`src/pcx_params.svh`:
```
/*
 * Constants of the port I/O crossbar: register addresses, field positions,
 * reset values, signal indices and fixed pin numbers.
 * Assumes it is included by its bare name, before any code that uses it.
 */
`ifndef PCX_PARAMS_SVH
`define PCX_PARAMS_SVH

// ****************************************
// register access
// ****************************************
`define PCX_ADDR_SKIP3     8'hd7
`define PCX_ADDR_EN0       8'he1
`define PCX_SFR_PAGE       8'h0f
`define PCX_RST_SKIP3      8'h00
`define PCX_RST_EN0        8'h00
`define PCX_RDATA_NONE     8'h00

// ****************************************
// crossbar_enable_0 fields
// ****************************************
`define PCX_B_CMP1_ASYNC   7
`define PCX_B_CMP1         6
`define PCX_B_CMP0_ASYNC   5
`define PCX_B_CMP0         4
`define PCX_B_TWOWIRE      3
`define PCX_B_SPI          2
`define PCX_B_FIELDBUS     1
`define PCX_B_UART         0

// ****************************************
// sizes, signal indices in priority order
// ****************************************
`define PCX_NPIN           32
`define PCX_NSIG           14
`define PCX_NFLEX          10
`define PCX_P3_BASE        24
`define PCX_S_SDA          0
`define PCX_S_SCL          1
`define PCX_S_SCK          2
`define PCX_S_MISO         3
`define PCX_S_MOSI         4
`define PCX_S_NSS          5
`define PCX_S_CMP0         6
`define PCX_S_CMP0_ASYNC   7
`define PCX_S_CMP1         8
`define PCX_S_CMP1_ASYNC   9
`define PCX_S_TX           10
`define PCX_S_RX           11
`define PCX_S_CAN_TX       12
`define PCX_S_CAN_RX       13

// ****************************************
// fixed pins (port*8 + bit)
// ****************************************
`define PCX_PIN_TX         5'h04
`define PCX_PIN_RX         5'h05
`define PCX_PIN_CAN_TX     5'h06
`define PCX_PIN_CAN_RX     5'h07
`define PCX_PIN_NONE       5'h00

`endif

```
`src/pcx_pkg.sv`:
```
/*
 * Types of the port I/O crossbar.
 * Assumes pcx_params.svh sits in the same folder.
 */
`include "pcx_params.svh"

package pcx_pkg;
  typedef logic [`PCX_NPIN-1:0] pcx_pins_t;
  typedef logic [`PCX_NSIG-1:0] pcx_sigs_t;
  typedef logic [3:0]           pcx_sig_t;
  typedef logic [4:0]           pcx_pin_t;
  typedef logic [7:0]           pcx_byte_t;
endpackage

```
`src/pcx_map_if.sv`:
```
/*
 * Carrier between the crossbar top and its pin assignment decoder.
 * Assumes pcx_pkg is compiled first.
 */
`timescale 1ns/10ps
`default_nettype none
`include "pcx_params.svh"

interface pcx_map_if;
  import pcx_pkg::*;
  pcx_sigs_t sig_en;
  pcx_byte_t skip3;
  pcx_sigs_t sig_placed;
  pcx_pins_t pin_used;
  pcx_pin_t  sig_pin [`PCX_NSIG];
  pcx_sig_t  pin_sel [`PCX_NPIN];

  modport ctrl (output sig_en, output skip3, input sig_placed, input pin_used, input sig_pin, input pin_sel);
  modport dec  (input sig_en, input skip3, output sig_placed, output pin_used, output sig_pin, output pin_sel);
endinterface

`default_nettype wire

```
`src/pcx_assign.sv`:
```
/*
 * Pin assignment decoder: places fixed signals on their pins, then gives
 * each enabled flexible signal the lowest free, unskipped pin.
 * Assumes purely combinational use; the caller registers the result.
 */
`timescale 1ns/10ps
`default_nettype none
`include "pcx_params.svh"

module pcx_assign
  import pcx_pkg::*;
(
  // map carrier
  pcx_map_if.dec m
);

  pcx_pins_t blocked;
  logic      found;

  function automatic pcx_pin_t fixed_pin(input int s);
    case (s)
      `PCX_S_TX:     fixed_pin = `PCX_PIN_TX;
      `PCX_S_RX:     fixed_pin = `PCX_PIN_RX;
      `PCX_S_CAN_TX: fixed_pin = `PCX_PIN_CAN_TX;
      `PCX_S_CAN_RX: fixed_pin = `PCX_PIN_CAN_RX;
      default:       fixed_pin = `PCX_PIN_NONE;
    endcase
  endfunction

  // ****************************************
  // decoder
  // ****************************************
  always_comb begin
    blocked                               = '0;
    blocked[`PCX_NPIN-1:`PCX_P3_BASE]     = m.skip3;
    m.sig_placed                          = '0;
    m.pin_used                            = '0;
    found                                 = 1'b0;
    for (int p = 0; p < `PCX_NPIN; p++) begin
      m.pin_sel[p] = '0;
    end
    for (int s = 0; s < `PCX_NSIG; s++) begin
      m.sig_pin[s] = '0;
    end
    // fixed pins first, so flexible signals go round them
    for (int s = `PCX_NFLEX; s < `PCX_NSIG; s++) begin
      if (m.sig_en[s]) begin
        blocked[fixed_pin(s)]    = 1'b1;
        m.pin_used[fixed_pin(s)] = 1'b1;
        m.pin_sel[fixed_pin(s)]  = 4'(s);
        m.sig_pin[s]             = fixed_pin(s);
        m.sig_placed[s]          = 1'b1;
      end
    end
    // flexible signals in priority order, lowest free pin wins
    for (int s = 0; s < `PCX_NFLEX; s++) begin
      found = 1'b0;
      for (int p = 0; p < `PCX_NPIN; p++) begin
        if (m.sig_en[s] && !found && !blocked[p]) begin
          found           = 1'b1;
          blocked[p]      = 1'b1;
          m.pin_used[p]   = 1'b1;
          m.pin_sel[p]    = 4'(s);
          m.sig_pin[s]    = 5'(p);
          m.sig_placed[s] = 1'b1;
        end
      end
    end
  end

endmodule

`default_nettype wire

```
`src/pcx_crossbar_top.sv`:
```
/*
 * Port I/O crossbar: two configuration registers on the special-function
 * register bus, a pin assignment decoder, registered pin drive and
 * synchronised return of pin levels to the peripherals.
 * Assumes the register strobes and peripheral signals run on clk_in and
 * the pin inputs are asynchronous; pin pads resolve levels from the enables.
 */
`timescale 1ns/10ps
`default_nettype none
`include "pcx_params.svh"

module pcx_crossbar_top
  import pcx_pkg::*;
(
  // clock and reset
  input  wire logic      clk_in,
  input  wire logic      rst_n_in,
  // special-function register bus
  input  wire logic      sfr_wr_in,
  input  wire logic      sfr_rd_in,
  input  wire logic [7:0] sfr_addr_in,
  input  wire logic [7:0] sfr_page_in,
  input  wire logic [7:0] sfr_wdata_in,
  output logic      [7:0] sfr_rdata_out,
  // peripheral side
  input  wire logic [`PCX_NSIG-1:0] periph_out_in,
  input  wire logic [`PCX_NSIG-1:0] periph_oe_in,
  input  wire logic                 spi_four_wire_in,
  output logic      [`PCX_NSIG-1:0] periph_in_out,
  // general-purpose I/O side
  input  wire logic [`PCX_NPIN-1:0] gpio_out_in,
  input  wire logic [`PCX_NPIN-1:0] gpio_oe_in,
  output logic      [`PCX_NPIN-1:0] gpio_in_out,
  // pins
  input  wire logic [`PCX_NPIN-1:0] pin_in_in,
  output logic      [`PCX_NPIN-1:0] pin_out_out,
  output logic      [`PCX_NPIN-1:0] pin_oe_out
);

  pcx_byte_t en0_r;
  pcx_byte_t skip3_r;
  pcx_byte_t rdata_r;
  pcx_pins_t pin_sync1_r;
  pcx_pins_t pin_sync2_r;
  pcx_pins_t pin_out_r;
  pcx_pins_t pin_out_nxt;
  pcx_pins_t pin_oe_r;
  pcx_pins_t pin_oe_nxt;
  pcx_sigs_t periph_in_r;
  pcx_sigs_t periph_in_nxt;
  logic      page_hit;

  pcx_map_if m ();

  pcx_assign u_assign (
    .m (m.dec)
  );

  // ****************************************
  // register bus
  // ****************************************
  assign page_hit = (sfr_page_in == `PCX_SFR_PAGE);

  always_ff @(posedge clk_in or negedge rst_n_in) begin
    if (!rst_n_in) begin
      en0_r <= `PCX_RST_EN0;
    end else if (sfr_wr_in && page_hit && sfr_addr_in == `PCX_ADDR_EN0) begin
      en0_r <= sfr_wdata_in;
    end
  end

  always_ff @(posedge clk_in or negedge rst_n_in) begin
    if (!rst_n_in) begin
      skip3_r <= `PCX_RST_SKIP3;
    end else if (sfr_wr_in && page_hit && sfr_addr_in == `PCX_ADDR_SKIP3) begin
      skip3_r <= sfr_wdata_in;
    end
  end

  // read data registered on the read strobe, held until the next read
  always_ff @(posedge clk_in or negedge rst_n_in) begin
    if (!rst_n_in) begin
      rdata_r <= `PCX_RDATA_NONE;
    end else if (sfr_rd_in) begin
      if (page_hit && sfr_addr_in == `PCX_ADDR_EN0) begin
        rdata_r <= en0_r;
      end else if (page_hit && sfr_addr_in == `PCX_ADDR_SKIP3) begin
        rdata_r <= skip3_r;
      end else begin
        rdata_r <= `PCX_RDATA_NONE;
      end
    end
  end

  // ****************************************
  // signal enables
  // ****************************************
  always_comb begin
    m.sig_en                        = '0;
    m.sig_en[`PCX_S_SDA]            = en0_r[`PCX_B_TWOWIRE];
    m.sig_en[`PCX_S_SCL]            = en0_r[`PCX_B_TWOWIRE];
    m.sig_en[`PCX_S_SCK]            = en0_r[`PCX_B_SPI];
    m.sig_en[`PCX_S_MISO]           = en0_r[`PCX_B_SPI];
    m.sig_en[`PCX_S_MOSI]           = en0_r[`PCX_B_SPI];
    m.sig_en[`PCX_S_NSS]            = en0_r[`PCX_B_SPI] && spi_four_wire_in;
    m.sig_en[`PCX_S_CMP0]           = en0_r[`PCX_B_CMP0];
    m.sig_en[`PCX_S_CMP0_ASYNC]     = en0_r[`PCX_B_CMP0_ASYNC];
    m.sig_en[`PCX_S_CMP1]           = en0_r[`PCX_B_CMP1];
    m.sig_en[`PCX_S_CMP1_ASYNC]     = en0_r[`PCX_B_CMP1_ASYNC];
    m.sig_en[`PCX_S_TX]             = en0_r[`PCX_B_UART];
    m.sig_en[`PCX_S_RX]             = en0_r[`PCX_B_UART];
    m.sig_en[`PCX_S_CAN_TX]         = en0_r[`PCX_B_FIELDBUS];
    m.sig_en[`PCX_S_CAN_RX]         = en0_r[`PCX_B_FIELDBUS];
  end

  // skip only bites once the flexible signals spill past port 2
  assign m.skip3 = skip3_r;

  // ****************************************
  // pin drive and return path
  // ****************************************
  always_ff @(posedge clk_in or negedge rst_n_in) begin
    if (!rst_n_in) begin
      pin_sync1_r <= '0;
      pin_sync2_r <= '0;
    end else begin
      pin_sync1_r <= pin_in_in;
      pin_sync2_r <= pin_sync1_r;
    end
  end

  for (genvar gp = 0; gp < `PCX_NPIN; gp++) begin : g_pin
    // unassigned pins stay general-purpose
    assign pin_out_nxt[gp] = m.pin_used[gp] ? periph_out_in[m.pin_sel[gp]] : gpio_out_in[gp];
    assign pin_oe_nxt[gp]  = m.pin_used[gp] ? periph_oe_in[m.pin_sel[gp]] : gpio_oe_in[gp];
  end

  for (genvar gs = 0; gs < `PCX_NSIG; gs++) begin : g_sig
    // an unrouted input idles high
    assign periph_in_nxt[gs] = m.sig_placed[gs] ? pin_sync2_r[m.sig_pin[gs]] : 1'b1;
  end

  always_ff @(posedge clk_in or negedge rst_n_in) begin
    if (!rst_n_in) begin
      pin_out_r   <= '0;
      pin_oe_r    <= '0;
      periph_in_r <= '1;
    end else begin
      pin_out_r   <= pin_out_nxt;
      pin_oe_r    <= pin_oe_nxt;
      periph_in_r <= periph_in_nxt;
    end
  end

  assign sfr_rdata_out = rdata_r;
  assign pin_out_out   = pin_out_r;
  assign pin_oe_out    = pin_oe_r;
  assign periph_in_out = periph_in_r;
  assign gpio_in_out   = pin_sync2_r;
endmodule

`default_nettype wire

```
`config.mk`:
```
export PLATFORM = sky130hd
export DESIGN_NAME = pcx_crossbar_top
export DESIGN_NICKNAME = d
export VERILOG_FILES = /design/src/pcx_pkg.sv /design/src/pcx_map_if.sv /design/src/pcx_assign.sv /design/src/pcx_crossbar_top.sv
export VERILOG_INCLUDE_DIRS = /design/src
export SDC_FILE = /design/constraint.sdc
export NUM_CORES = 1
export LEC_CHECK = 0
export BUFFER_PORTS_ARGS = -buffer_cell sky130_fd_sc_hd__buf_2
export CAP_MARGIN = 20
export CORE_MARGIN = 2
export CORE_UTILIZATION = 57
export CTS_CLUSTER_SIZE = 8
export DETAILED_ROUTE_END_ITERATION = 16
export PLACE_DENSITY = 0.95
export SETUP_SLACK_MARGIN = 0.1
export SYNTH_ARGS = -nofsm -noshare
export SYNTH_HDL_FRONTEND = slang
export SYNTH_SLANG_ARGS = --single-unit
```
`constraint.sdc`:
```
create_clock -name clk_in -period 8.1 [get_ports clk_in]
set_clock_uncertainty 0.1 [all_clocks]
set_input_delay 0.405 -clock clk_in [delete_from_list [all_inputs] [get_ports clk_in]]
set_output_delay 0.405 -clock clk_in [all_outputs]
set_load 0.05 [all_outputs]
```
==> impl.org <==
** Outcome
- The flow ran to the end, and the final reports show no timing, DRC or antenna violations.

** Timing
- RSZ-0062 raised after global routing :: no
- Setup-failing EPs final :: 0
- Derived from the worst setup path, the maximum achievable clock frequency is 222.3 MHz.
- Max-Slew Margin vs Limit :: 0.1961
- Final clock period utilization by the worst path :: 0.5555
- The number of max-slew violations in the final report came to 0.
- At the pin with the least slew margin, the transition time is between 1000 and 1500 ps.
- The number of failing hold endpoints at the final stage is 0.
- For the final routed database, the setup TNS stands at 0 ps.
- For the finished layout, the period the worst path requires is 4499 ps.

** Die
- The die is 130.5 um tall.
- Number of placement rows :: 46
- Core Region :: about 16000 sq um
- The floorplan step set the die width to about 130 um.
- The die covers 17020 sq um.
- Starting Density :: 0.5781
- Ports :: 271

** Detailed routing
- Detail-routed via count per cell :: between 6 and 7
- Once detail routing completed, the nets flagged for antenna violations numbered 0.
- Post-detailed-route DRC marker count :: 0
- In the final routed layout, each cell accounts on average for approximately 23 um.
- Wires add up to between 30 and 40 mm.
- Detailed-router iteration count before antenna repair :: 8
- In this run, the number of DRC markers left after iteration 0 of detailed routing was 1289.
- For this block, the via count after detailed routing is 8982.

** Logic synthesis
- Of the total synthesized cell area, the portion taken by XOR and XNOR cells is 0.006725.
- The portion of synthesized area spent on multiplexers is 0.1585.
- By area, the combinational part of the netlist is dominated by compound AO/OA/AOI/OAI gates.
- When the netlist entered floorplanning its net count stood at 1060.
- Netlist cell types :: 82
- Synthesized-area fraction occupied by ao, oa, aoi and oai cells :: 0.2022
- Async S/R FF share, synth :: 1.000
- The synthesized design contains 0 enable-type register cells.
- Yosys printed 0 warnings.
- Sequential-to-total area share from yosys stat :: 0.4576
- Simple-gate share of the synthesized area :: 0.1193
- For this run, the leading register cell type out of synthesis is dfrtp_1.
- Of the total synthesized cell area, the portion taken by full adders, half adders and majority gates is 0.004392.
- The average instance in the mapped netlist occupies 10.05 sq um.
- Synthesized instance count :: 907
- Summing every instance area after synthesis gives 9116 sq um.
- In this run, synthesis produced a sequential element count of 166.

** Global route
- Global-route track usage on met1 :: 0.4622
- Initial antenna violation count :: 1
- For met2 alone, demand over resource in global routing was 0.6123.
- Total GRT Usage :: 0.3746
- Global-route congestion overflow total :: 0
- GR Util met3 :: 0.09894
- met2 is the most crowded layer.
- The number of global-route vias before repair was between 8000 and 9000.
- The first global-routing pass estimated 48.46 mm of wire.
- Entering global routing, the biggest net connects 87 pins.

** Final layout
- Relative to the synthesized area, the layout overhead comes to 28.86%.
- Number of non-filler instances in the completed layout :: ~1400
- The finished cells cover 11750 sq um.
- In the final layout, the share of cells above drive strength 1 is 0.3417.
- Across the whole layout, storage elements account for 4173 sq um.
- At the end of the flow, the number of nets in the layout was 1334.
- Number of filler instances in the final layout :: between 1000 and 1500
- Area of combinational cells with multiple inputs :: 4477 sq um

** Worst setup path
- Measured in cells, the most critical reg-to-reg path has a length of 11.
- Among all stages on the critical path, the largest delay is contributed by a2111oi_2.
- Traced cell by cell, the critical path runs through buf_4 > o21a_1 > o311ai_2 > nor2_2 > nand2_1 > a2111oi_2 > nor2b_1 > a311oi_2 > mux2_2 > o32a_1 > nand4_1.
- Counting both buffers and inverters, the worst setup path holds a total of 1.
- Of all nets on the critical path, the largest fanout is 58.
- The worst register-to-register path ends at periph_in_out[9].
- For the worst setup path, the data required time is between 8000 and 9000 ps.
- The worst register-to-register path has a setup slack of 3600 ps.
- The worst setup path is of the reg -> reg kind.
- Launching point of the worst reg2reg path :: en0_r[3]
- For this run, the slowest stage of the critical path takes around 600 ps.
- Crit-path leading delay family :: compound AO/OA/AOI/OAI gates
- Data arrival time at the worst-slack endpoint :: 4760 ps
- The worst setup path is launched from a flop.
- The worst setup path is captured at a flop.

** Power and ir drop
- In this run the power density over the cells is 175.1 nW/um^2.
- In this run the power spent charging and discharging nets is 0.0006411 W.
- Internal power of the cells :: 0.001416 W
- Combinational Power Share :: 0.142
- Sw Share :: 0.3117
- Highest ir drop seen on vdd :: 0.1570 mV
- Sequential share of power :: 0.430
- Total power after layout :: 0.002057 W
- The analysis attributes to cell leakage a power of ~5.4 nW.
- Of the total power, the clock network draws 0.428.

** CTS
- CTS placed an instance of clkbuf_16 at the clock tree root.
- Sink count of the clock tree :: between 150 and 200
- Clock slew seen by the registers of the worst setup and hold paths :: 80 ps
- For the worst-skew pair, the clock arrives at the later sink with an insertion delay of 450 ps.
- TritonCTS clock tree :: built
- Buffers inserted during clock tree synthesis total 17.
- In this run the post-CTS setup repair buffer count came out at 0.
- The clock passes through at most 2 buffers.
- The H-tree was split into 4 levels.

** Min path
- Worst min-delay path startpoint :: gpio_oe_in[7]
- Counting instances, the worst hold path has a depth of 2.
- Hold worst-path end :: pin_oe_out[7]
- Class of the most critical hold timing path :: in -> reg

** Placed design
- Weighted congestion reported at the end of routability-driven placement :: 0.9880
- Placed cell areas :: between 10000 and 15000 sq um
- Cells after DPL :: 1307
- Input and output buffers added on the ports amount to 270.
- Detailed placement ended at an HPWL of between 15 and 20 mm.

** Run
- Number of violations of the max-capacitance limit :: 0
-- cells in the mapped netlist, types with 5 or more instances --
| library cell | number | area, sq um |
|---|---|---|
| a211oi_1 | 19 | 142.6 |
| a21o_1 | 8 | 60.06 |
| a21oi_1 | 64 | 320.3 |
| a221oi_1 | 6 | 52.55 |
| a22oi_1 | 18 | 135.1 |
| a31oi_1 | 9 | 56.30 |
| and2_1 | 6 | 37.54 |
| and3_1 | 5 | 31.28 |
| buf_1 | 7 | 26.28 |
| buf_6 | 8 | 90.09 |
| clkbuf_1 | 73 | 274.0 |
| dfrtp_1 | 152 | 3804 |
| dfstp_2 | 14 | 367.9 |
| inv_1 | 8 | 30.03 |
| mux2_2 | 47 | 529.3 |
| mux2i_1 | 63 | 630.6 |
| mux4_2 | 10 | 225.2 |
| nand2_1 | 82 | 307.8 |
| nand2b_1 | 13 | 81.33 |
| nand3_1 | 14 | 70.07 |
| nor2_1 | 78 | 292.8 |
| nor2b_1 | 8 | 50.05 |
| nor3_1 | 7 | 35.03 |
| o211ai_1 | 12 | 90.09 |
| o21a_1 | 6 | 45.04 |
| o21ai_0 | 60 | 300.3 |
| o22ai_1 | 7 | 43.79 |
-- layout make-up --
| cell class | instances | share of cell area |
|---|---|---|
| diodes | 1 | 0.0002130 |
| clock buffers | 17 | 0.03621 |
| clock inverters | 15 | 0.01864 |
| inverters | 10 | 0.003195 |
| multi-input cells | 637 | 0.3811 |
| flip-flops and latches | 166 | 0.3552 |
| well taps | 216 | 0.02301 |
| repair buffers | 349 | 0.1824 |
-- layer usage --
metal / share of wire / wire length (um) / vias to the layer above
li1: - / - / 3835
met1: 0.35 / 11600 / 4242
met2: 0.48 / 15680 / 713
met3: 0.11 / 3756 / 192
met4: 0.056 / 1854 / 0
met5: 0 / 0 / -
-- power by group through the flow --
| stage | registers [W] | logic [W] | clock network [W] |
|---|---|---|---|
| floorplan | 0.000990 | 0.0000567 | 0 |
| global placement | 0.000894 | 0.000248 | 0 |
| detailed placement | 0.000895 | 0.000253 | 0 |
| CTS | 0.000880 | 0.000280 | 0.000866 |
| global route | 0.000887 | 0.000305 | 0.000918 |
| finish | 0.000884 | 0.000292 | 0.000880 |
-- registers in the layout, indices dropped and copies added (netlist names) --
| register | count |
|---|---|
| gpio_in_out | 32 |
| pin_oe_out | 32 |
| pin_out_out | 32 |
| pin_sync1_r | 32 |
| periph_in_out | 14 |
| en0_r | 8 |
| m.skip3 | 8 |
| sfr_rdata_out | 8 |
-- stage by stage --
stage          hold WS [ps]  setup slack, ps  utilization
6_report              83.22             3601       0.7449
3_3_place_gp          231.4             3827       0.6579
5_1_grt               88.48             3358       0.7449
4_1_cts              0.1398             3676       0.7419
3_5_place_dp          234.7             3732       0.6579
2_1_floorplan         9.409             4722            -
-- cells in the final DEF, fill, tap and decap left out, types with 18 or more instances in the layout --
master           n
nand2_1         82
buf_2          269
a211oi_1        19
o21ai_0         60
a21oi_1         64
mux2i_1         63
nor2_1          78
mux2_2          47
a22oi_1         18
dlygate4sd3_1   69
dfrtp_1        151
-- how the worst max path moves through the flow --
| stage | endpoint | slack, ps | cells after the start | start |
|---|---|---|---|---|
| floorplan | periph_in_out[9] | 4720 | 11 | en0_r[4] |
| global route | periph_in_out[9] | 3360 | 11 | en0_r[3] |
| finish | periph_in_out[9] | 3600 | 11 | en0_r[3] |
| CTS | periph_in_out[9] | 3680 | 11 | en0_r[3] |
| detailed placement | periph_in_out[9] | 3730 | 11 | en0_r[3] |
| global placement | periph_in_out[9] | 3830 | 11 | en0_r[3] |
-- logic make-up after synthesis --
kind of cell	count (synthesis)
AOI/OAI and AO/OA	266
xor gates and xnor gates	7
adders and majority gates	4
buffers and inverters	104
DFF	166
muxes	124
and+or+nand+nor	236
-- what timing repair did --
item	4_1_cts	5_1_grt
resized for setup	0	0
hold buffers	68	1
endpoints found under the hold margin	139	1
(Power assumes the default switching activity.)
